**src/rtl/clar_pkg.sv**
```systemverilog
// Package with register map, field layout and types for the calendar alarm block
package clar_pkg;
    localparam logic [11:0] OFS_FLAG = 12'h000;
    localparam logic [11:0] OFS_ENAB = 12'h004;
    localparam logic [11:0] OFS_ALCFG = 12'h008;
    localparam logic [11:0] OFS_YEAR = 12'h00C;
    localparam logic [11:0] OFS_MONTH_DAY_VALUE = 12'h010;
    localparam logic [11:0] OFS_CTRL = 12'h014;
    localparam logic [11:0] OFS_EVSTAT = 12'h018;
    localparam logic [11:0] OFS_EVCLR = 12'h01C;
    localparam logic [11:0] OFS_EVEN = 12'h020;
    localparam int IRQ_BIT = 14;
    localparam int AL_EN_BIT = 15;
    localparam int AL_CHIME_BIT = 14;
    localparam logic [15:0] FLAG_MASK = 16'h4000;
    localparam logic [15:0] YEAR_MASK = 16'h00FF;
    localparam logic [15:0] MONTH_DAY_VALUE_MASK = 16'h1F3F;
    localparam logic [15:0] REG16_RST = 16'h0000;
    localparam logic [7:0] RPT_ZERO = 8'h00;
    localparam logic [7:0] RPT_ONE = 8'h01;
    localparam logic [1:0] PTR_ONE = 2'h1;
    localparam logic [3:0] MASK_RSV_A = 4'hA;
    localparam logic [2:0] EV_RST = 3'h0;
    localparam logic [31:0] RDATA_ZERO = 32'h0000_0000;
    typedef struct packed {
        logic enable;
        logic chime;
        logic [3:0] interval_mask;
        logic [1:0] value_pointer;
        logic [7:0] repeat_count;
    } clar_alcfg_type;
    typedef struct packed {
        logic [3:0] year_tens_digit;
        logic [3:0] year_ones_digit;
    } clar_year_type;
    typedef struct packed {
        logic month_tens_digit;
        logic [3:0] month_ones_digit;
        logic [1:0] day_tens_digit;
        logic [3:0] day_ones_digit;
    } clar_month_day_value_type;
endpackage

```
**src/rtl/clar_sticky.sv**
```systemverilog
// Sticky event bit with set-wins-over-clear
`timescale 1ns/1ps
`default_nettype none
module clar_sticky (
    input wire logic pclk,
    input wire logic presetn,
    input wire logic set_pulse,
    input wire logic clr_pulse,
    output logic bit_q
);
    logic bit_reg;
    logic bit_next;
    // Set wins so a coincident event is never lost
    assign bit_next = set_pulse | (bit_reg & ~clr_pulse);
    always_ff @(posedge pclk or negedge presetn) begin
        if (!presetn) begin
            bit_reg <= 1'b0;
        end else begin
            bit_reg <= bit_next;
        end
    end
    assign bit_q = bit_reg;
endmodule // clar_sticky
`default_nettype wire

```
**src/rtl/clar_regs.sv**
```systemverilog
// Calendar alarm configuration, date registers and interrupt flag over APB
`timescale 1ns/1ps
`default_nettype none
module clar_regs (
    input wire logic pclk,
    input wire logic presetn,
    input wire logic psel,
    input wire logic penable,
    input wire logic pwrite,
    input wire logic [11:0] paddr,
    input wire logic [31:0] pwdata,
    output logic [31:0] prdata,
    output logic pready,
    output logic pslverr,
    input wire logic alarm_event,
    input wire logic alarm_value_access,
    output logic [3:0] alarm_interval_mask,
    output logic [1:0] alarm_value_pointer,
    output logic alarm_enable,
    output logic clock_irq,
    output logic irq
);
    clar_pkg::clar_alcfg_type alcfg_reg, alcfg_next;
    clar_pkg::clar_year_type year_reg;
    clar_pkg::clar_month_day_value_type month_day_value_reg;
    logic flag_reg, flag_next;
    logic ie_reg;
    logic unlock_reg;
    logic [2:0] even_reg;
    logic [2:0] evstat;
    logic [31:0] prdata_reg;
    logic wr_go, rd_go;
    logic sel_flag, sel_enab, sel_alcfg, sel_year, sel_month_day_value;
    logic sel_ctrl, sel_evstat, sel_evclr, sel_even, mapped;
    logic [15:0] rd_mux;
    logic [15:0] alcfg_word;
    logic clock_event;
    logic rpt_zero, mask_rsv;
    logic [2:0] ev_set;
    logic wr_alcfg;
    logic wr_flag;
    logic wr_enab;
    logic wr_ctrl;
    logic wr_even;
    logic wr_year;
    logic wr_month_day_value;
    logic wr_evclr;
    logic rd_setup;

    assign pready = 1'b1;
    assign wr_go = psel & penable & pwrite;
    assign rd_go = psel & penable & ~pwrite;
    assign sel_flag = paddr == clar_pkg::OFS_FLAG;
    assign sel_enab = paddr == clar_pkg::OFS_ENAB;
    assign sel_alcfg = paddr == clar_pkg::OFS_ALCFG;
    assign sel_year = paddr == clar_pkg::OFS_YEAR;
    assign sel_month_day_value = paddr == clar_pkg::OFS_MONTH_DAY_VALUE;
    assign sel_ctrl = paddr == clar_pkg::OFS_CTRL;
    assign sel_evstat = paddr == clar_pkg::OFS_EVSTAT;
    assign sel_evclr = paddr == clar_pkg::OFS_EVCLR;
    assign sel_even = paddr == clar_pkg::OFS_EVEN;
    assign mapped = sel_flag | sel_enab | sel_alcfg | sel_year | sel_month_day_value
        | sel_ctrl | sel_evstat | sel_evclr | sel_even;
    // Unmapped addresses answer with an error and no effect
    assign pslverr = psel & penable & ~mapped;

    // Named write strobes keep the checks below readable
    assign wr_alcfg = wr_go & sel_alcfg;
    assign wr_flag = wr_go & sel_flag;
    assign wr_enab = wr_go & sel_enab;
    assign wr_ctrl = wr_go & sel_ctrl;
    assign wr_even = wr_go & sel_even;
    // Locked calendar writes vanish silently, no bus error
    assign wr_year = wr_go & sel_year & unlock_reg;
    assign wr_month_day_value = wr_go & sel_month_day_value & unlock_reg;
    assign wr_evclr = wr_go & sel_evclr;
    assign rd_setup = psel & ~penable & ~pwrite;

    assign rpt_zero = alcfg_reg.repeat_count == clar_pkg::RPT_ZERO;
    // An alarm event is a clock interrupt source only while the alarm is enabled
    assign clock_event = alarm_event & alcfg_reg.enable;
    // Reserved interval codes are flagged, the stored value is kept
    assign mask_rsv = (alcfg_reg.interval_mask >= clar_pkg::MASK_RSV_A);

    always_comb begin
        alcfg_next = alcfg_reg;
        if (wr_go && sel_alcfg) begin
            alcfg_next = clar_pkg::clar_alcfg_type'(pwdata[15:0]);
        end else begin
            if (alarm_value_access) begin
                alcfg_next.value_pointer = alcfg_reg.value_pointer
                    - clar_pkg::PTR_ONE;
            end
            if (clock_event) begin
                if (!rpt_zero || alcfg_reg.chime) begin
                    alcfg_next.repeat_count = alcfg_reg.repeat_count
                        - clar_pkg::RPT_ONE;
                end
                if (rpt_zero && !alcfg_reg.chime) begin
                    alcfg_next.enable = 1'b0;
                end
            end
        end
    end

    // Hardware set wins over a software write of zero
    assign flag_next = clock_event
        | ((wr_go && sel_flag) ? pwdata[clar_pkg::IRQ_BIT] : flag_reg);

    always_ff @(posedge pclk or negedge presetn) begin
        if (!presetn) begin
            alcfg_reg <= clar_pkg::clar_alcfg_type'(clar_pkg::REG16_RST);
            flag_reg <= 1'b0;
        end else begin
            alcfg_reg <= alcfg_next;
            flag_reg <= flag_next;
        end
    end

    always_ff @(posedge pclk or negedge presetn) begin
        if (!presetn) begin
            ie_reg <= 1'b0;
            unlock_reg <= 1'b0;
            even_reg <= clar_pkg::EV_RST;
        end else if (wr_go) begin
            if (sel_enab) ie_reg <= pwdata[clar_pkg::IRQ_BIT];
            if (sel_ctrl) unlock_reg <= pwdata[0];
            if (sel_even) even_reg <= pwdata[2:0];
        end
    end

    // Calendar values have no defined reset, but clear them for determinism
    always_ff @(posedge pclk or negedge presetn) begin
        if (!presetn) begin
            year_reg <= '0;
            month_day_value_reg <= '0;
        end else if (wr_go && unlock_reg) begin
            if (sel_year) year_reg <= pwdata[7:0];
            if (sel_month_day_value) month_day_value_reg <= {pwdata[12:8], pwdata[5:0]};
        end
    end

    // Sticky events: clock interrupt, alarm disabled itself, reserved mask
    assign ev_set[0] = clock_event;
    assign ev_set[1] = clock_event & rpt_zero & ~alcfg_reg.chime;
    assign ev_set[2] = mask_rsv;
    genvar gi;
    generate
        for (gi = 0; gi < 3; gi++) begin : g_ev
            clar_sticky u_ev (
                .pclk(pclk),
                .presetn(presetn),
                .set_pulse(ev_set[gi]),
                .clr_pulse(wr_go & sel_evclr & pwdata[gi]),
                .bit_q(evstat[gi])
            );
        end
    endgenerate

    assign alcfg_word = alcfg_reg;
    assign rd_mux =
        sel_flag ? (16'(flag_reg) << clar_pkg::IRQ_BIT) :
        sel_enab ? (16'(ie_reg) << clar_pkg::IRQ_BIT) :
        sel_alcfg ? alcfg_word :
        sel_year ? (16'(year_reg) & clar_pkg::YEAR_MASK) :
        sel_month_day_value ? ({3'h0, month_day_value_reg[10:6], 2'h0, month_day_value_reg[5:0]}
            & clar_pkg::MONTH_DAY_VALUE_MASK) :
        sel_ctrl ? 16'(unlock_reg) :
        sel_evstat ? 16'(evstat) :
        sel_even ? 16'(even_reg) : clar_pkg::REG16_RST;

    always_ff @(posedge pclk or negedge presetn) begin
        if (!presetn) begin
            prdata_reg <= clar_pkg::RDATA_ZERO;
        end else if (psel && !penable && !pwrite) begin
            prdata_reg <= {16'h0000, rd_mux};
        end
    end
    assign prdata = prdata_reg;

    assign alarm_interval_mask = alcfg_reg.interval_mask;
    assign alarm_value_pointer = alcfg_reg.value_pointer;
    assign alarm_enable = alcfg_reg.enable;
    assign clock_irq = flag_reg & ie_reg;
    assign irq = |(evstat & even_reg);
endmodule // clar_regs
`default_nettype wire

```
**config.mk**
```make
export PLATFORM = sky130hd
export DESIGN_NAME = clar_regs
export DESIGN_NICKNAME = d
export VERILOG_FILES = /design/src/rtl/clar_pkg.sv /design/src/rtl/clar_sticky.sv /design/src/rtl/clar_regs.sv
export SDC_FILE = /design/constraint.sdc
export NUM_CORES = 1
export LEC_CHECK = 0
export ABC_AREA = 1
export BUFFER_PORTS_ARGS = -buffer_cell sky130_fd_sc_hd__buf_2
export CAP_MARGIN = 30
export CORE_MARGIN = 3
export CORE_UTILIZATION = 50
export CTS_BUF_LIST = sky130_fd_sc_hd__clkbuf_16
export CTS_CLUSTER_DIAMETER = 40
export DETAILED_ROUTE_END_ITERATION = 10
export PLACE_DENSITY = 0.77
export SYNTH_ARGS = -nofsm -noshare
export SYNTH_HDL_FRONTEND = slang
export SYNTH_HIERARCHICAL = 1
export SYNTH_SLANG_ARGS = --single-unit
```
**constraint.sdc**
```tcl
create_clock -name pclk -period 1.9 [get_ports pclk]
set_input_delay 0.095 -clock pclk [delete_from_list [all_inputs] [get_ports pclk]]
set_output_delay 0.095 -clock pclk [all_outputs]
set_load 0.005 [all_outputs]
```
Word-level counts from Yosys, hierarchy flattened --
Index checks and enable logic that the tools add are counted.
Cells by class: $add $sub $neg 2, multiply operators 0, divide/modulo/power cells 0, order comparisons 1, equal/unequal tests 8, shifts and indexed selects 0, muxes and demuxes 16, bitwise logic cells 32, reductions and logical operators 25
Operators by type and width (number):
- == test 12 x 5 -> 1 bit, second input constant | 4
- two-way mux 16 bit | 3
- two-way mux 13 bit | 2
- == test 12 x 4 -> 1 bit, second input constant | 2
- two-way mux 8 bit | 2
- bitwise AND 1 bit | 14
- AND reduction 2 bit | 7
- == test 12 x 3 -> 1 bit, second input constant | 1
- == test 12 x 6 -> 1 bit, second input constant | 1
- logical NOT 12 bit | 1
- OR 1 bit | 12
- two-way mux 10 bit | 1
- two-way mux 3 bit | 3
- logical NOT 8 bit | 1
- nonzero test 2 bit | 4
- subtractor 8 x 1 -> 8 bit, second input constant | 1
- logical AND 1 bit | 6
- NOT 1 bit | 5
- >= comparator 4 bit, second input constant | 1
- logical NOT 1 bit | 4
- two-way mux 1 bit | 4
- bitwise AND 3 bit | 1
- OR reduction 3 bit | 1
- two-way mux 2 bit | 1
- 2 further kinds | 2
Word-level totals: bits in registers 60, latch bits 0, memory bits (writable) 0, bits in read-only memories 0, output and inout bits 43, memories kept 0

Logic depth before layout (Yosys ltp) --
Gate-level depths: netlist (run 1).
depth in word-level cells 11, depth in mapped cells 11

Modules after synthesis --
The synthesis (run 1) kept the hierarchy.
Modules (own cells, without submodules):
- clar_regs | times used 1, cells each 428, area each 3324.4 µm², sequential area each 1426.4 µm²
- clar_sticky | times used 3, cells each 5, area each 40.0 µm², sequential area each 25.0 µm²

Worst setup path before layout (run 1) --
Ideal clock, no wire load.
path kind register to register, from register alcfg_reg[0] (netlist bit), to register alcfg_reg[3] (netlist bit), library setup time 0.069 ns, arrival 1.421 ns, data required time 1.831 ns, setup slack 0.411 ns, cell stages (with the launch flop) 10, path through dfrtp_1 inv_1 ha_1 nand4_1 nor2_1 nand3_1 nand2_2 nor2_1 nand2_1 nand3_1
Between the ends: word-level cells in the longest chain between the ends 5
RTL lines:
- start: declaration | RTL line clar_regs.sv:23 | clar_pkg::clar_alcfg_type alcfg_reg, alcfg_next;
- start signal: assignment | RTL line clar_regs.sv:112 | alcfg_reg <= clar_pkg::clar_alcfg_type'(clar_pkg::REG16_RST);
- start signal: assignment | RTL line clar_regs.sv:115 | alcfg_reg <= alcfg_next;
- branches (longest 5 deep; another with subtractor 8 x 1 -> 8 bit)
Several ways; the timed one is not identified. The select of a mux whose other input is x is not followed. A chain may end at the register's enable or synchronous reset.

Worst setup path after layout (run 1) --
Ends and elaborated chain as after synthesis.

==> run_summary.xml, run 1 <==
<?xml version="1.0" encoding="UTF-8"?>
<metrics>
  <group name="place">
    <metric name="placement.setup.worst_slack" unit="ns">0.261</metric>
    <metric name="postPlaceCellArea" unit="mm2">0.00375</metric>
    <metric name="place_congestion" unit="">0.942</metric>
    <metric name="hpwl" unit="um">6180</metric>
    <metric name="portBuffers" unit="">60</metric>
  </group>
  <group name="sta">
    <metric name="rsz0062_at_grt" unit="">no</metric>
    <metric name="finalHoldViolations" unit="">0</metric>
    <metric name="share_of_the_clock_period_used_by_the_worst_path_after_layout" unit="">0.867</metric>
    <metric name="slew_limit_fails" unit="">0</metric>
    <metric name="worst_slew_margin_rel" unit="">0.628</metric>
    <metric name="finalSetupViolations" unit="">0</metric>
    <metric name="final_critical_path_setup_slack" unit="ns">0.252</metric>
    <metric name="fmax" unit="MHz">607</metric>
    <metric name="finalClockSkew" unit="ns">0.00438</metric>
    <metric name="worst_slew_pin_slew" unit="ns">0.559</metric>
    <metric name="post_route_worst_hold_slack" unit="ns">0.00410</metric>
    <metric name="layout_min_cycle_time" unit="ns">1.65</metric>
    <metric name="setup_tns" unit="ns">0</metric>
  </group>
  <group name="floorplanning">
    <metric name="io_pins" unit="">94</metric>
    <metric name="fp.dieArea" unit="mm2">0.00792</metric>
    <metric name="chip_height" unit="um">89</metric>
    <metric name="fp.coreArea" unit="mm2">0.00649</metric>
    <metric name="fp-row-count" unit="">29</metric>
    <metric name="initial_core_util" unit="">0.530</metric>
    <metric name="floorplan.die.width" unit="um">89</metric>
  </group>
  <group name="worst_setup_path">
    <metric name="worstPathCellList" unit="">inv_1, ha_1, nand4_1, nor2_1, nand3_1, nand2_2, nor2_1, buf_4, nand2_1, nand3_1</metric>
    <metric name="max_stage_delay" unit="ns">0.37</metric>
    <metric name="worstSetupStartpointType" unit="">flip-flop</metric>
    <metric name="worst_ep_required_time" unit="ns">2.11</metric>
    <metric name="regToRegSetupSlack" unit="ns">0.25</metric>
    <metric name="worst_setup_path_end_kind" unit="">flip-flop</metric>
    <metric name="path_class" unit="">flip-flop to flip-flop</metric>
    <metric name="worst-path-max-fanout" unit="">6</metric>
    <metric name="crit_path_start" unit="">alcfg_reg[0]$_DFFE_PN0P_</metric>
    <metric name="critPathBufInv" unit="">2</metric>
    <metric name="timing.critical_path.depth" unit="">10</metric>
    <metric name="r2r_end" unit="">alcfg_reg[3]$_DFFE_PN0P_</metric>
    <metric name="rr_startpoint" unit="">alcfg_reg[0]$_DFFE_PN0P_</metric>
    <metric name="critPathSlowestCell" unit="">sky130_fd_sc_hd__dfrtp_1</metric>
    <metric name="critical_path_arrival" unit="ns">1.86</metric>
    <metric name="worst_path_dominant_cell_family" unit="">simple AND/OR/NAND/NOR gates</metric>
    <metric name="reg2regPathDepth" unit="">10</metric>
    <metric name="worstSetupEndpoint" unit="">alcfg_reg[3]$_DFFE_PN0P_</metric>
  </group>
  <group name="cells_and_area">
    <metric name="final_layout_size_suffix_gt1_frac" unit="">0.223</metric>
    <metric name="areaGrowthSynthToFinish" unit="%">17.2</metric>
    <metric name="ff_latch_area" unit="mm2">0.00150</metric>
    <metric name="antenna-diode-count" unit="">0</metric>
    <metric name="fin_area" unit="mm2">0.00404</metric>
    <metric name="largest_reg_flops" unit="">16</metric>
    <metric name="layout.core_utilization" unit="">0.622</metric>
    <metric name="finalNetCount" unit="">562</metric>
    <metric name="multiInputGateArea" unit="mm2">0.00156</metric>
    <metric name="n_fill_cell" unit="">596</metric>
  </group>
  <group name="cts">
    <metric name="clock_tree.root_cell" unit="">sky130_fd_sc_hd__clkbuf_16</metric>
    <metric name="cts.sink_count" unit="">60</metric>
    <metric name="cts.clk_slew.worst_paths" unit="ns">0.05</metric>
    <metric name="cts_tree" unit="">done</metric>
    <metric name="ctsResizeCount" unit="">0</metric>
    <metric name="clock_insertion_delay_worst_skew" unit="ns">0.33</metric>
    <metric name="tritoncts.num_buffers" unit="">9</metric>
    <metric name="clock_tree.htree_level_count" unit="">3</metric>
    <metric name="cts_max_path_buffers" unit="">2</metric>
  </group>
  <group name="global_routing">
    <metric name="grtUsageTotal" unit="">0.220</metric>
    <metric name="antenna_found_initial" unit="">0</metric>
    <metric name="grt_pass1_vias" unit="">2827</metric>
    <metric name="grt_first_pass_wirelength" unit="um">13400</metric>
    <metric name="largest_net_degree_at_the_start_of_global_routing" unit="">38</metric>
    <metric name="grt_overflow_total" unit="">0</metric>
  </group>
  <group name="logic_synthesis">
    <metric name="synthesis.area" unit="mm2">0.00344</metric>
    <metric name="yosys_warnings" unit="">6</metric>
    <metric name="synthCells" unit="">443</metric>
    <metric name="syn-mean-instance-area" unit="um2">7.78</metric>
    <metric name="synth.yosys.seq_area_share" unit="">0.436</metric>
    <metric name="postSynthRegisterBits" unit="">60</metric>
    <metric name="synth_cell_type_count" unit="">35</metric>
  </group>
  <group name="drt">
    <metric name="detailedRoute.firstIterationViolations" unit="">199</metric>
    <metric name="drc" unit="">0</metric>
    <metric name="route.detailed.wl_per_inst" unit="um">14.0</metric>
    <metric name="num_vias" unit="">3021</metric>
    <metric name="vias_per_cell" unit="">5.10</metric>
    <metric name="ant_nets" unit="">0</metric>
    <metric name="drt_pass1_iterations" unit="">5</metric>
    <metric name="detail_route.wirelength" unit="um">8300</metric>
  </group>
  <group name="hold_path">
    <metric name="hold_path.class" unit="">input port to flip-flop</metric>
  </group>
  <group name="power_and_ir_drop">
    <metric name="powerDensity" unit="mW/mm2">747</metric>
    <metric name="leakage_power" unit="nW">2.20</metric>
    <metric name="vdd.ir_drop.worst" unit="mV">0.456</metric>
  </group>
  <group name="flow_run">
    <metric name="cap_violations" unit="">0</metric>
  </group>
  <group name="outcome">
    <metric name="outcome" unit="">completed</metric>
  </group>
</metrics>
==> how the worst min path moves through the flow <==
stage | start | endpoint | slack, ns | depth (start not counted)
2_1_floorplan | presetn | alarm_enable$_DFFE_PN0P_ | -0.20 | 0
3_3_place_gp | presetn | alarm_interval_mask[1]$_DFFE_PN0P_ | 0.11 | 1
3_5_place_dp | presetn | prdata[11]$_DFFE_PN0P_ | 0.11 | 1
4_1_cts | pwdata[15] | alarm_enable$_DFFE_PN0P_ | 0.004 | 3
5_1_grt | pwdata[15] | alarm_enable$_DFFE_PN0P_ | 0.01 | 3
6_report | pwdata[15] | alarm_enable$_DFFE_PN0P_ | 0.004 | 3
==> where the power goes <==
group,total [mW],leakage [nW],switching (mW),internal (mW)
combinational,0.240,1.26,0.150,0.0905
clock,1.46,0.130,0.587,0.873
sequential,1.32,0.813,0.0200,1.30
total,3.02,2.20,0.757,2.26
==> layer usage <==
metal | up-vias | wire, um | track usage
met1 | 1400 | 3780 | 0.307
met3 | 15 | 518 | 0.0332
met4 | 0 | 154 | 0.0785
met2 | 88 | 3840 | 0.351
met5 | - | 0 | 0
li1 | 1518 | - | -
==> cell type report <==
| class | instances | area share |
|---|---|---|
| multi-input cells | 313 | 0.387 |
| flip-flops and latches | 60 | 0.372 |
| repair buffers | 70 | 0.0973 |
| clock buffers | 9 | 0.0558 |
| inverters | 56 | 0.0527 |
| well taps | 77 | 0.0239 |
| clock inverters | 7 | 0.0112 |
==> stage by stage <==
step | total power [mW] | cells
floorplan | 1.50 | 458
global placement | 1.57 | 574
detailed placement | 1.58 | 574
CTS | 3.03 | 592
global route | 3.12 | 592
finish | 3.02 | 592
==> timing repair <==
item | CTS | global route
hold buffers | 2 | 0
buffers inserted | 0 | 0
endpoints found under the hold margin | 24 | 0
==> worst register-to-register path, stage by stage (launching register included) <==
cell	delay (ns)
sky130_fd_sc_hd__dfrtp_1	0.37
sky130_fd_sc_hd__inv_1	0.12
sky130_fd_sc_hd__ha_1	0.22
sky130_fd_sc_hd__nand4_1	0.15
sky130_fd_sc_hd__nor2_1	0.13
sky130_fd_sc_hd__nand3_1	0.11
sky130_fd_sc_hd__nand2_2	0.08
sky130_fd_sc_hd__nor2_1	0.06
sky130_fd_sc_hd__buf_4	0.16
sky130_fd_sc_hd__nand2_1	0.06
sky130_fd_sc_hd__nand3_1	0.06
==> synthesized netlist by cell type, drive strengths merged <==
library cell / instances / share of area
nor3: 6 / 0.015
dfrtp: 60 / 0.44
inv: 56 / 0.062
nand4: 8 / 0.015
nand3: 46 / 0.070
o211ai: 5 / 0.011
or2: 1 / 0.0018
conb: 2 / 0.0022
a31oi: 1 / 0.0018
ha: 1 / 0.0036
a21oi: 5 / 0.0073
nor2: 36 / 0.065
mux2i: 1 / 0.0029
nand2: 142 / 0.16
clkbuf: 1 / 0.0011
o21ai: 35 / 0.056
nand3b: 1 / 0.0022
buf: 28 / 0.064
xor2: 6 / 0.015
xnor2: 1 / 0.0025
o211a: 1 / 0.0029
==> placed cells by master (no fill, tap or decap), drive strengths merged <==
cell type and n:
or2 1, ha 1, nand3b 1, nor2 36
dlygate4sd3 2, o211ai 5, xor2 6, dfrtp 60
a21oi 5, xnor2 1, conb 17, clkinv 4
mux2i 1, nand4 8, a31oi 1, o211a 1
clkbuf 9, buf 68, nor3 6, nand3 46
inv 57, clkinvlp 2, nand2 142, o21ai 35
==> kinds of logic after synthesis <==
group           synth area share
flops                      0.436
xor+xnor                  0.0178
other cells              0.00218
mux                      0.00291
simple gates               0.332
fa+ha+maj                0.00363
compound gates            0.0792
buf+inv                    0.126
(Power assumes the default switching activity.)
==> run 2, diff against run 1 <==
--- a/config.mk
+++ b/config.mk
@@ -13,6 +13,7 @@
 export CTS_BUF_LIST = sky130_fd_sc_hd__clkbuf_16
 export CTS_CLUSTER_DIAMETER = 40
 export DETAILED_ROUTE_END_ITERATION = 10
+export MAX_ROUTING_LAYER = met4
 export PLACE_DENSITY = 0.77
 export SYNTH_ARGS = -nofsm -noshare
 export SYNTH_HDL_FRONTEND = slang
==> run 2 against run 1 <==
Net effect: non-clock buffer count unchanged; total power rose by 8.7%; flip-flop and latch count did not move; combinational power hardly changed; utilization up 0.75 points; maximum frequency down 2.5%; count of clock-buffer cells in the layout stayed put.
==> run_summary.xml, run 2 (same netlist as run 1, synthesis figures left out) <==
<?xml version="1.0" encoding="UTF-8"?>
<metrics>
  <group name="cells_and_area">
    <metric name="largest_reg_flops" unit="">16</metric>
    <metric name="finalNetCount" unit="">562</metric>
    <metric name="antenna-diode-count" unit="">0</metric>
    <metric name="layout.cells.most_common_list" unit="">137 x sky130_fd_sc_hd__nand2_1, 60 x sky130_fd_sc_hd__dfrtp_1, 60 x sky130_fd_sc_hd__buf_2</metric>
    <metric name="instances_no_fill" unit="">592</metric>
    <metric name="fin_area" unit="mm2">0.00409</metric>
    <metric name="areaGrowthSynthToFinish" unit="%">18.6</metric>
    <metric name="n_fill_cell" unit="">560</metric>
    <metric name="final_layout_size_suffix_gt1_frac" unit="">0.221</metric>
    <metric name="layout.cells.most_common" unit="">sky130_fd_sc_hd__nand2_1</metric>
  </group>
  <group name="cts">
    <metric name="cts.sink_count" unit="">60</metric>
    <metric name="clock_tree.htree_level_count" unit="">3</metric>
    <metric name="cts_tree" unit="">done</metric>
    <metric name="cts_max_path_buffers" unit="">2</metric>
    <metric name="tritoncts.num_buffers" unit="">9</metric>
    <metric name="clock_tree.root_cell" unit="">sky130_fd_sc_hd__clkbuf_16</metric>
    <metric name="post-cts-setup-buffer-count" unit="">0</metric>
    <metric name="clock_insertion_delay_worst_skew" unit="ns">0.33</metric>
    <metric name="cts.clk_slew.worst_paths" unit="ns">0.05</metric>
  </group>
  <group name="floorplanning">
    <metric name="fp-row-count" unit="">29</metric>
    <metric name="floorplan.die.width" unit="um">89</metric>
    <metric name="initial_core_util" unit="">0.530</metric>
    <metric name="fp.dieArea" unit="mm2">0.00792</metric>
    <metric name="fp.coreArea" unit="mm2">0.00649</metric>
    <metric name="io_pins" unit="">94</metric>
    <metric name="chip_height" unit="um">89</metric>
  </group>
  <group name="power_and_ir_drop">
    <metric name="reported_net_switching_power" unit="mW">0.749</metric>
    <metric name="p_int" unit="mW">2.53</metric>
    <metric name="power_switching_share" unit="">0.228</metric>
    <metric name="power_frac_comb" unit="">0.074</metric>
    <metric name="power.clock.fraction" unit="">0.524</metric>
    <metric name="powerDensity" unit="mW/mm2">803</metric>
    <metric name="vdd.ir_drop.worst" unit="mV">0.559</metric>
    <metric name="seqPwrFrac" unit="">0.402</metric>
    <metric name="p_total" unit="mW">3.28</metric>
    <metric name="leakage_power" unit="nW">2.22</metric>
  </group>
  <group name="place">
    <metric name="place_congestion" unit="">0.918</metric>
    <metric name="hpwl" unit="um">6240</metric>
    <metric name="postPlaceCellArea" unit="mm2">0.00374</metric>
    <metric name="portBuffers" unit="">60</metric>
    <metric name="placed_cells_incl_taps" unit="">573</metric>
  </group>
  <group name="sta">
    <metric name="worst_slew_pin_slew" unit="ns">0.532</metric>
    <metric name="worst_slew_margin_rel" unit="">0.645</metric>
    <metric name="setup_tns" unit="ns">0</metric>
    <metric name="fmax" unit="MHz">592</metric>
    <metric name="finalSetupViolations" unit="">0</metric>
    <metric name="layout_min_cycle_time" unit="ns">1.69</metric>
    <metric name="slew_limit_fails" unit="">0</metric>
    <metric name="finalHoldViolations" unit="">0</metric>
    <metric name="share_of_the_clock_period_used_by_the_worst_path_after_layout" unit="">0.889</metric>
    <metric name="rsz0062_at_grt" unit="">no</metric>
    <metric name="post_route_worst_hold_slack" unit="ns">0.00747</metric>
    <metric name="finalClockSkew" unit="ns">0.00573</metric>
  </group>
  <group name="worst_setup_path">
    <metric name="worst_setup_path_end_kind" unit="">flip-flop</metric>
    <metric name="worstSetupStartpointType" unit="">flip-flop</metric>
    <metric name="critical_path_arrival" unit="ns">1.90</metric>
    <metric name="path_class" unit="">flip-flop to flip-flop</metric>
    <metric name="worst-path-max-fanout" unit="">6</metric>
    <metric name="worst_ep_required_time" unit="ns">2.11</metric>
  </group>
  <group name="drt">
    <metric name="detailedRoute.firstIterationViolations" unit="">189</metric>
    <metric name="vias_per_cell" unit="">5.22</metric>
    <metric name="num_vias" unit="">3089</metric>
    <metric name="drc" unit="">0</metric>
    <metric name="ant_nets" unit="">0</metric>
    <metric name="detail_route.wirelength" unit="um">8350</metric>
    <metric name="route.detailed.wl_per_inst" unit="um">14.1</metric>
    <metric name="drt_pass1_iterations" unit="">5</metric>
  </group>
  <group name="outcome">
    <metric name="outcome" unit="">completed</metric>
  </group>
  <group name="flow_run">
    <metric name="cap_violations" unit="">0</metric>
  </group>
  <group name="global_routing">
    <metric name="grt_first_pass_wirelength" unit="um">13600</metric>
    <metric name="grtUsageTotal" unit="">0.231</metric>
    <metric name="grt_overflow_total" unit="">0</metric>
    <metric name="largest_net_degree_at_the_start_of_global_routing" unit="">38</metric>
    <metric name="antenna_found_initial" unit="">0</metric>
    <metric name="grt_pass1_vias" unit="">2759</metric>
  </group>
  <group name="hold_path">
    <metric name="hold_path.class" unit="">input port to flip-flop</metric>
  </group>
</metrics>
==> run 2: what timing repair did <==
action                                 CTS  global route
resized for setup                        0             0
setup endpoints to repair                0             0
hold buffers                             3             0
endpoints found under the hold margin   25             0
==> run 2: power groups by stage <==
stage / sequential (mW) / combinational [mW] / clock (mW)
after floorplan: 1.33 / 0.167 / 0
after global placement: 1.34 / 0.232 / 0
after detailed placement: 1.34 / 0.236 / 0
after CTS: 1.32 / 0.243 / 1.74
after global routing: 1.32 / 0.274 / 1.80
final: 1.32 / 0.242 / 1.72
==> run 2: critical path, cell delays in order, from the launching register on <==
cell and delay (ns):
sky130_fd_sc_hd__dfrtp_1 0.37, sky130_fd_sc_hd__inv_1 0.11, sky130_fd_sc_hd__ha_1 0.23, sky130_fd_sc_hd__nand4_1 0.16
sky130_fd_sc_hd__nor2_1 0.14, sky130_fd_sc_hd__nand3_1 0.12, sky130_fd_sc_hd__nand2_2 0.08, sky130_fd_sc_hd__nor2_1 0.07
sky130_fd_sc_hd__buf_4 0.17, sky130_fd_sc_hd__nand2_1 0.06, sky130_fd_sc_hd__nand3_1 0.06
==> run 2: path summary, 6_finish.rpt <==
kind / slack (ns) / startpoint / to / cells after the start
setup / recovery: 0.21 / alcfg_reg[0]$_DFFE_PN0P_ / alcfg_reg[0]$_DFFE_PN0P_ / 10
hold / removal: 0.007 / pwdata[4] / alcfg_reg[4]$_DFFE_PN0P_ / 3
setup reg to reg: 0.21 / alcfg_reg[0]$_DFFE_PN0P_ / alcfg_reg[0]$_DFFE_PN0P_ / 10
hold reg to reg: 0.47 / prdata[15]$_DFFE_PN0P_ / prdata[15]$_DFFE_PN0P_ / 2
max in group asynchronous: 1.04 / presetn / unlock_reg$_DFFE_PN0P_ / 3
min in group asynchronous: 0.28 / presetn / prdata[11]$_DFFE_PN0P_ / 2
==> run 2: routing by layer <==
metal | routed length [um] | up-vias | GRT usage
met3 | 480 | 14 | 0.0424
met2 | 3840 | 115 | 0.331
li1 | - | 1514 | -
met4 | 130 | 0 | 0.0609
met5 | 0 | - | -
met1 | 3900 | 1446 | 0.337
==> run 2: metrics by stage <==
step / util / setup slack, ns
after global placement: 0.576 / 0.302
after CTS: 0.629 / 0.236
after global routing: 0.629 / 0.0376
final: 0.629 / 0.210
after detailed placement: 0.576 / 0.241
after floorplan: - / 0.411
==> run 2: cell type report <==
cell class / count / area, um2 / area share
inverter: 56 / 213 / 0.0521
timing repair buffer: 70 / 395 / 0.0968
clock buffer: 9 / 225 / 0.0551
multi-input combinational: 313 / 1560 / 0.383
clock inverter: 7 / 91.3 / 0.0224
sequential: 60 / 1500 / 0.367
tap: 77 / 96.3 / 0.0236
==> run 3, diff against run 2 <==
--- a/config.mk
+++ b/config.mk
@@ -17,5 +17,4 @@
 export PLACE_DENSITY = 0.77
 export SYNTH_ARGS = -nofsm -noshare
 export SYNTH_HDL_FRONTEND = slang
-export SYNTH_HIERARCHICAL = 1
 export SYNTH_SLANG_ARGS = --single-unit
==> run 3 against run 2 <==
Net effect: wire length grew 6.3%; sequential share of layout area barely moved; sequential power about the same; design area barely moved; global-route usage rose by 0.97 points; count of clock-buffer cells in the layout unchanged; critical path depth decreased by 1; cell count rose by 0.51%; first-iteration DRC count up 49%; combinational power is 9.1% lower; critical path type unchanged.
==> run_summary.xml, run 3 <==
<?xml version="1.0" encoding="UTF-8"?>
<metrics>
  <group name="sta">
    <metric name="final_critical_path_setup_slack" unit="ns">0.136</metric>
    <metric name="slew_limit_fails" unit="">0</metric>
    <metric name="post_route_worst_hold_slack" unit="ns">0.0182</metric>
    <metric name="finalClockSkew" unit="ns">0.00423</metric>
    <metric name="fmax" unit="MHz">567</metric>
    <metric name="layout_min_cycle_time" unit="ns">1.76</metric>
    <metric name="share_of_the_clock_period_used_by_the_worst_path_after_layout" unit="">0.928</metric>
    <metric name="finalSetupViolations" unit="">0</metric>
    <metric name="finalHoldViolations" unit="">0</metric>
  </group>
  <group name="global_routing">
    <metric name="grt_overflow_total" unit="">0</metric>
    <metric name="largest_net_degree_at_the_start_of_global_routing" unit="">25</metric>
    <metric name="antenna_found_initial" unit="">0</metric>
    <metric name="grt_pass1_vias" unit="">2924</metric>
    <metric name="grt_first_pass_wirelength" unit="um">13900</metric>
    <metric name="grtUsageTotal" unit="">0.241</metric>
  </group>
  <group name="power_and_ir_drop">
    <metric name="seqPwrFrac" unit="">0.415</metric>
    <metric name="power_frac_comb" unit="">0.070</metric>
    <metric name="power_switching_share" unit="">0.240</metric>
    <metric name="reported_net_switching_power" unit="mW">0.757</metric>
    <metric name="power.clock.fraction" unit="">0.515</metric>
    <metric name="leakage_power" unit="nW">2.33</metric>
    <metric name="powerDensity" unit="mW/mm2">773</metric>
    <metric name="p_total" unit="mW">3.16</metric>
    <metric name="vdd.ir_drop.worst" unit="mV">0.533</metric>
    <metric name="p_int" unit="mW">2.40</metric>
  </group>
  <group name="cells_and_area">
    <metric name="n_fill_cell" unit="">577</metric>
    <metric name="multiInputGateArea" unit="mm2">0.00158</metric>
    <metric name="layout.core_utilization" unit="">0.625</metric>
    <metric name="instances_no_fill" unit="">595</metric>
    <metric name="antenna-diode-count" unit="">0</metric>
    <metric name="finalNetCount" unit="">565</metric>
    <metric name="ff_latch_area" unit="mm2">0.00150</metric>
    <metric name="final_layout_size_suffix_gt1_frac" unit="">0.243</metric>
    <metric name="largest_reg_flops" unit="">16</metric>
    <metric name="areaGrowthSynthToFinish" unit="%">17.5</metric>
    <metric name="layout.cells.most_common_list" unit="">128 x sky130_fd_sc_hd__nand2_1, 60 x sky130_fd_sc_hd__dfrtp_1, 60 x sky130_fd_sc_hd__buf_2</metric>
    <metric name="layout.cells.most_common" unit="">sky130_fd_sc_hd__nand2_1</metric>
  </group>
  <group name="logic_synthesis">
    <metric name="async_flop_share" unit="">1.00</metric>
    <metric name="yosys.area_share.simple" unit="">0.327</metric>
    <metric name="yosys_warnings" unit="">0</metric>
    <metric name="synth_largest_type_area_fraction" unit="">0.432</metric>
    <metric name="synthXorXnorAreaFrac" unit="">0.0151</metric>
    <metric name="post_synth_main_area_contributors" unit="">sky130_fd_sc_hd__dfrtp_1 43%, sky130_fd_sc_hd__nand2_1 14%, sky130_fd_sc_hd__nand3_1 8.2%, sky130_fd_sc_hd__buf_4 5.6%, sky130_fd_sc_hd__inv_1 4.8%</metric>
    <metric name="yosys.area_share.adder" unit="">0.00360</metric>
    <metric name="yosys-mux-area-fraction" unit="">0</metric>
    <metric name="syn-mean-instance-area" unit="um2">7.76</metric>
    <metric name="postSynthRegisterBits" unit="">60</metric>
    <metric name="post_synth_most_frequent_cells" unit="">129 x sky130_fd_sc_hd__nand2_1, 60 x sky130_fd_sc_hd__dfrtp_1, 57 x sky130_fd_sc_hd__nand3_1, 44 x sky130_fd_sc_hd__inv_1, 26 x sky130_fd_sc_hd__buf_4</metric>
    <metric name="combinational_family_with_the_most_area_after_synthesis" unit="">simple AND/OR/NAND/NOR gates</metric>
    <metric name="synthCells" unit="">448</metric>
    <metric name="synth_top_cell_by_area" unit="">sky130_fd_sc_hd__dfrtp_1</metric>
    <metric name="ys_dominant_reg_cell" unit="">sky130_fd_sc_hd__dfrtp_1</metric>
    <metric name="synthesis.area" unit="mm2">0.00347</metric>
    <metric name="synth_compound_area_frac" unit="">0.0900</metric>
    <metric name="synth_cell_type_count" unit="">31</metric>
    <metric name="synth-edff-count" unit="">0</metric>
    <metric name="yosysMostFrequentCell" unit="">sky130_fd_sc_hd__nand2_1</metric>
    <metric name="synth.yosys.seq_area_share" unit="">0.432</metric>
  </group>
  <group name="drt">
    <metric name="route.detailed.wl_per_inst" unit="um">14.9</metric>
    <metric name="num_vias" unit="">3158</metric>
    <metric name="drt_pass1_iterations" unit="">5</metric>
    <metric name="detail_route.wirelength" unit="um">8880</metric>
    <metric name="detailedRoute.firstIterationViolations" unit="">281</metric>
    <metric name="drc" unit="">0</metric>
    <metric name="ant_nets" unit="">0</metric>
    <metric name="vias_per_cell" unit="">5.31</metric>
  </group>
  <group name="place">
    <metric name="portBuffers" unit="">60</metric>
    <metric name="place_congestion" unit="">0.940</metric>
    <metric name="placed_cells_incl_taps" unit="">576</metric>
    <metric name="hpwl" unit="um">6300</metric>
    <metric name="placement.setup.worst_slack" unit="ns">0.150</metric>
  </group>
  <group name="worst_setup_path">
    <metric name="worst_path_dominant_cell_family" unit="">simple AND/OR/NAND/NOR gates</metric>
    <metric name="reg2regPathDepth" unit="">9</metric>
    <metric name="worst-path-max-fanout" unit="">8</metric>
    <metric name="worst_setup_path_end_kind" unit="">flip-flop</metric>
    <metric name="critPathSlowestCell" unit="">sky130_fd_sc_hd__dfrtp_1</metric>
    <metric name="r2r_end" unit="">alcfg_reg[1]$_DFFE_PN0P_</metric>
    <metric name="path_class" unit="">flip-flop to flip-flop</metric>
    <metric name="max_stage_delay" unit="ns">0.41</metric>
    <metric name="worstSetupStartpointType" unit="">flip-flop</metric>
    <metric name="worstPathCellList" unit="">inv_1, ha_1, nand4_1, nor2_1, nand3_1, nand2_2, buf_4, nand3_1, nand2_1</metric>
    <metric name="critical_path_arrival" unit="ns">2.03</metric>
    <metric name="regToRegSetupSlack" unit="ns">0.14</metric>
    <metric name="worst_ep_required_time" unit="ns">2.17</metric>
    <metric name="critPathBufInv" unit="">2</metric>
    <metric name="rr_startpoint" unit="">alcfg_reg[0]$_DFFE_PN0P_</metric>
    <metric name="critPathMostFrequentCell" unit="">sky130_fd_sc_hd__nand3_1</metric>
  </group>
  <group name="outcome">
    <metric name="outcome" unit="">completed</metric>
  </group>
  <group name="hold_path">
    <metric name="hold-path-cell-count" unit="">3</metric>
    <metric name="worst_hold_startpoint" unit="">pwdata[12]</metric>
    <metric name="hold_path.class" unit="">input port to flip-flop</metric>
    <metric name="whs_endpoint" unit="">month_day_value_reg[10]$_DFFE_PN0P_</metric>
  </group>
  <group name="cts">
    <metric name="clock_insertion_delay_worst_skew" unit="ns">0.33</metric>
    <metric name="tritoncts.num_buffers" unit="">9</metric>
    <metric name="clock_tree.htree_level_count" unit="">3</metric>
    <metric name="cts_max_path_buffers" unit="">2</metric>
    <metric name="cts.sink_count" unit="">60</metric>
    <metric name="cts.clk_slew.worst_paths" unit="ns">0.06</metric>
    <metric name="cts_tree" unit="">done</metric>
    <metric name="clock_tree.root_cell" unit="">sky130_fd_sc_hd__clkbuf_16</metric>
  </group>
  <group name="flow_run">
    <metric name="cap_violations" unit="">0</metric>
  </group>
  <group name="floorplanning">
    <metric name="floorplan.die.width" unit="um">89.4</metric>
    <metric name="chip_height" unit="um">89.4</metric>
    <metric name="fp.dieArea" unit="mm2">0.00799</metric>
    <metric name="fp-row-count" unit="">29</metric>
    <metric name="fp.coreArea" unit="mm2">0.00653</metric>
    <metric name="io_pins" unit="">94</metric>
    <metric name="initial_core_util" unit="">0.532</metric>
  </group>
</metrics>
-- run 3: cell types whose count changed in the layout (fill, tap and decap cells not counted), sizes merged, moves of 2 or more --
| cell | change |
|---|---|
| nand3 | +13 |
| nand2 | -7 |
| o21ai | +7 |
| inv | -5 |
| nor3 | -5 |
| a21oi | +4 |
| clkinv | +4 |
| nor2 | -4 |
| buf | +3 |
| o211ai | -3 |
| clkinvlp | -2 |
| nand4 | +2 |
-- run 3: repair_timing --
item | in CTS | in global routing
endpoints found under the setup margin | 0 | 4
gates resized for setup | 0 | 1
endpoints found under the hold margin | 21 | 0
hold buffers | 3 | 0
buffers inserted | 0 | 0
-- run 3: worst register-to-register path, stage by stage, from the launching register on --
cell	delay, ns
sky130_fd_sc_hd__dfrtp_1	0.41
sky130_fd_sc_hd__inv_1	0.15
sky130_fd_sc_hd__ha_1	0.24
sky130_fd_sc_hd__nand4_1	0.15
sky130_fd_sc_hd__nor2_1	0.17
sky130_fd_sc_hd__nand3_1	0.13
sky130_fd_sc_hd__nand2_2	0.10
sky130_fd_sc_hd__buf_4	0.16
sky130_fd_sc_hd__nand3_1	0.09
sky130_fd_sc_hd__nand2_1	0.08
-- run 3: power by group through the flow --
stage	clock network (mW)	logic [mW]	registers [mW]
4_1_cts	1.64	0.222	1.31
2_1_floorplan	0	0.151	1.33
3_5_place_dp	0	0.215	1.33
6_report	1.63	0.220	1.31
3_3_place_gp	0	0.212	1.33
5_1_grt	1.70	0.249	1.31
-- run 3: layer usage --
layer | track usage | part of all wire
met1 | 0.294 | 0.43
met2 | 0.382 | 0.48
met3 | 0.0525 | 0.057
met4 | 0.110 | 0.033
met5 | - | 0
-- run 3: worst max path at each step --
stage,start,end,cells after the start
after floorplan,alcfg_reg[0]$_DFFE_PN0P_,alcfg_reg[0]$_DFFE_PN0P_,9
after global placement,alcfg_reg[0]$_DFFE_PN0P_,alcfg_reg[0]$_DFFE_PN0P_,9
after detailed placement,alcfg_reg[0]$_DFFE_PN0P_,alcfg_reg[4]$_DFFE_PN0P_,9
after CTS,alcfg_reg[0]$_DFFE_PN0P_,alcfg_reg[4]$_DFFE_PN0P_,9
after global routing,alcfg_reg[0]$_DFFE_PN0P_,alcfg_reg[6]$_DFFE_PN0P_,9
final,alcfg_reg[0]$_DFFE_PN0P_,alcfg_reg[1]$_DFFE_PN0P_,9
-- run 3: area by class of cell --
class | count | share of cell area
Sequential cell | 60 | 0.368
Timing Repair Buffer | 73 | 0.0993
Multi-Input combinational cell | 317 | 0.387
Clock buffer | 9 | 0.0552
Inverter | 52 | 0.0487
Tap cell | 77 | 0.0236
Clock inverter | 7 | 0.0184
-- run 3: stage by stage --
stage | area (um2) | setup TNS (ns)
after floorplan | 3530 | 0
after global placement | 3750 | 0
after detailed placement | 3750 | 0
after CTS | 4080 | 0
after global routing | 4080 | -0.272
final | 4080 | 0
-- run 3: logic make-up (layout without fill, tap and decap cells) --
kind of cell,count (synthesis),after routing
buffers and inverters,86,141
AO/OA/AOI/OAI,55,55
AND/OR/NAND/NOR,238,238
adder cells (fa/ha/maj),1,1
XOR/XNOR,6,6
flip-flops,60,60
other,2,17
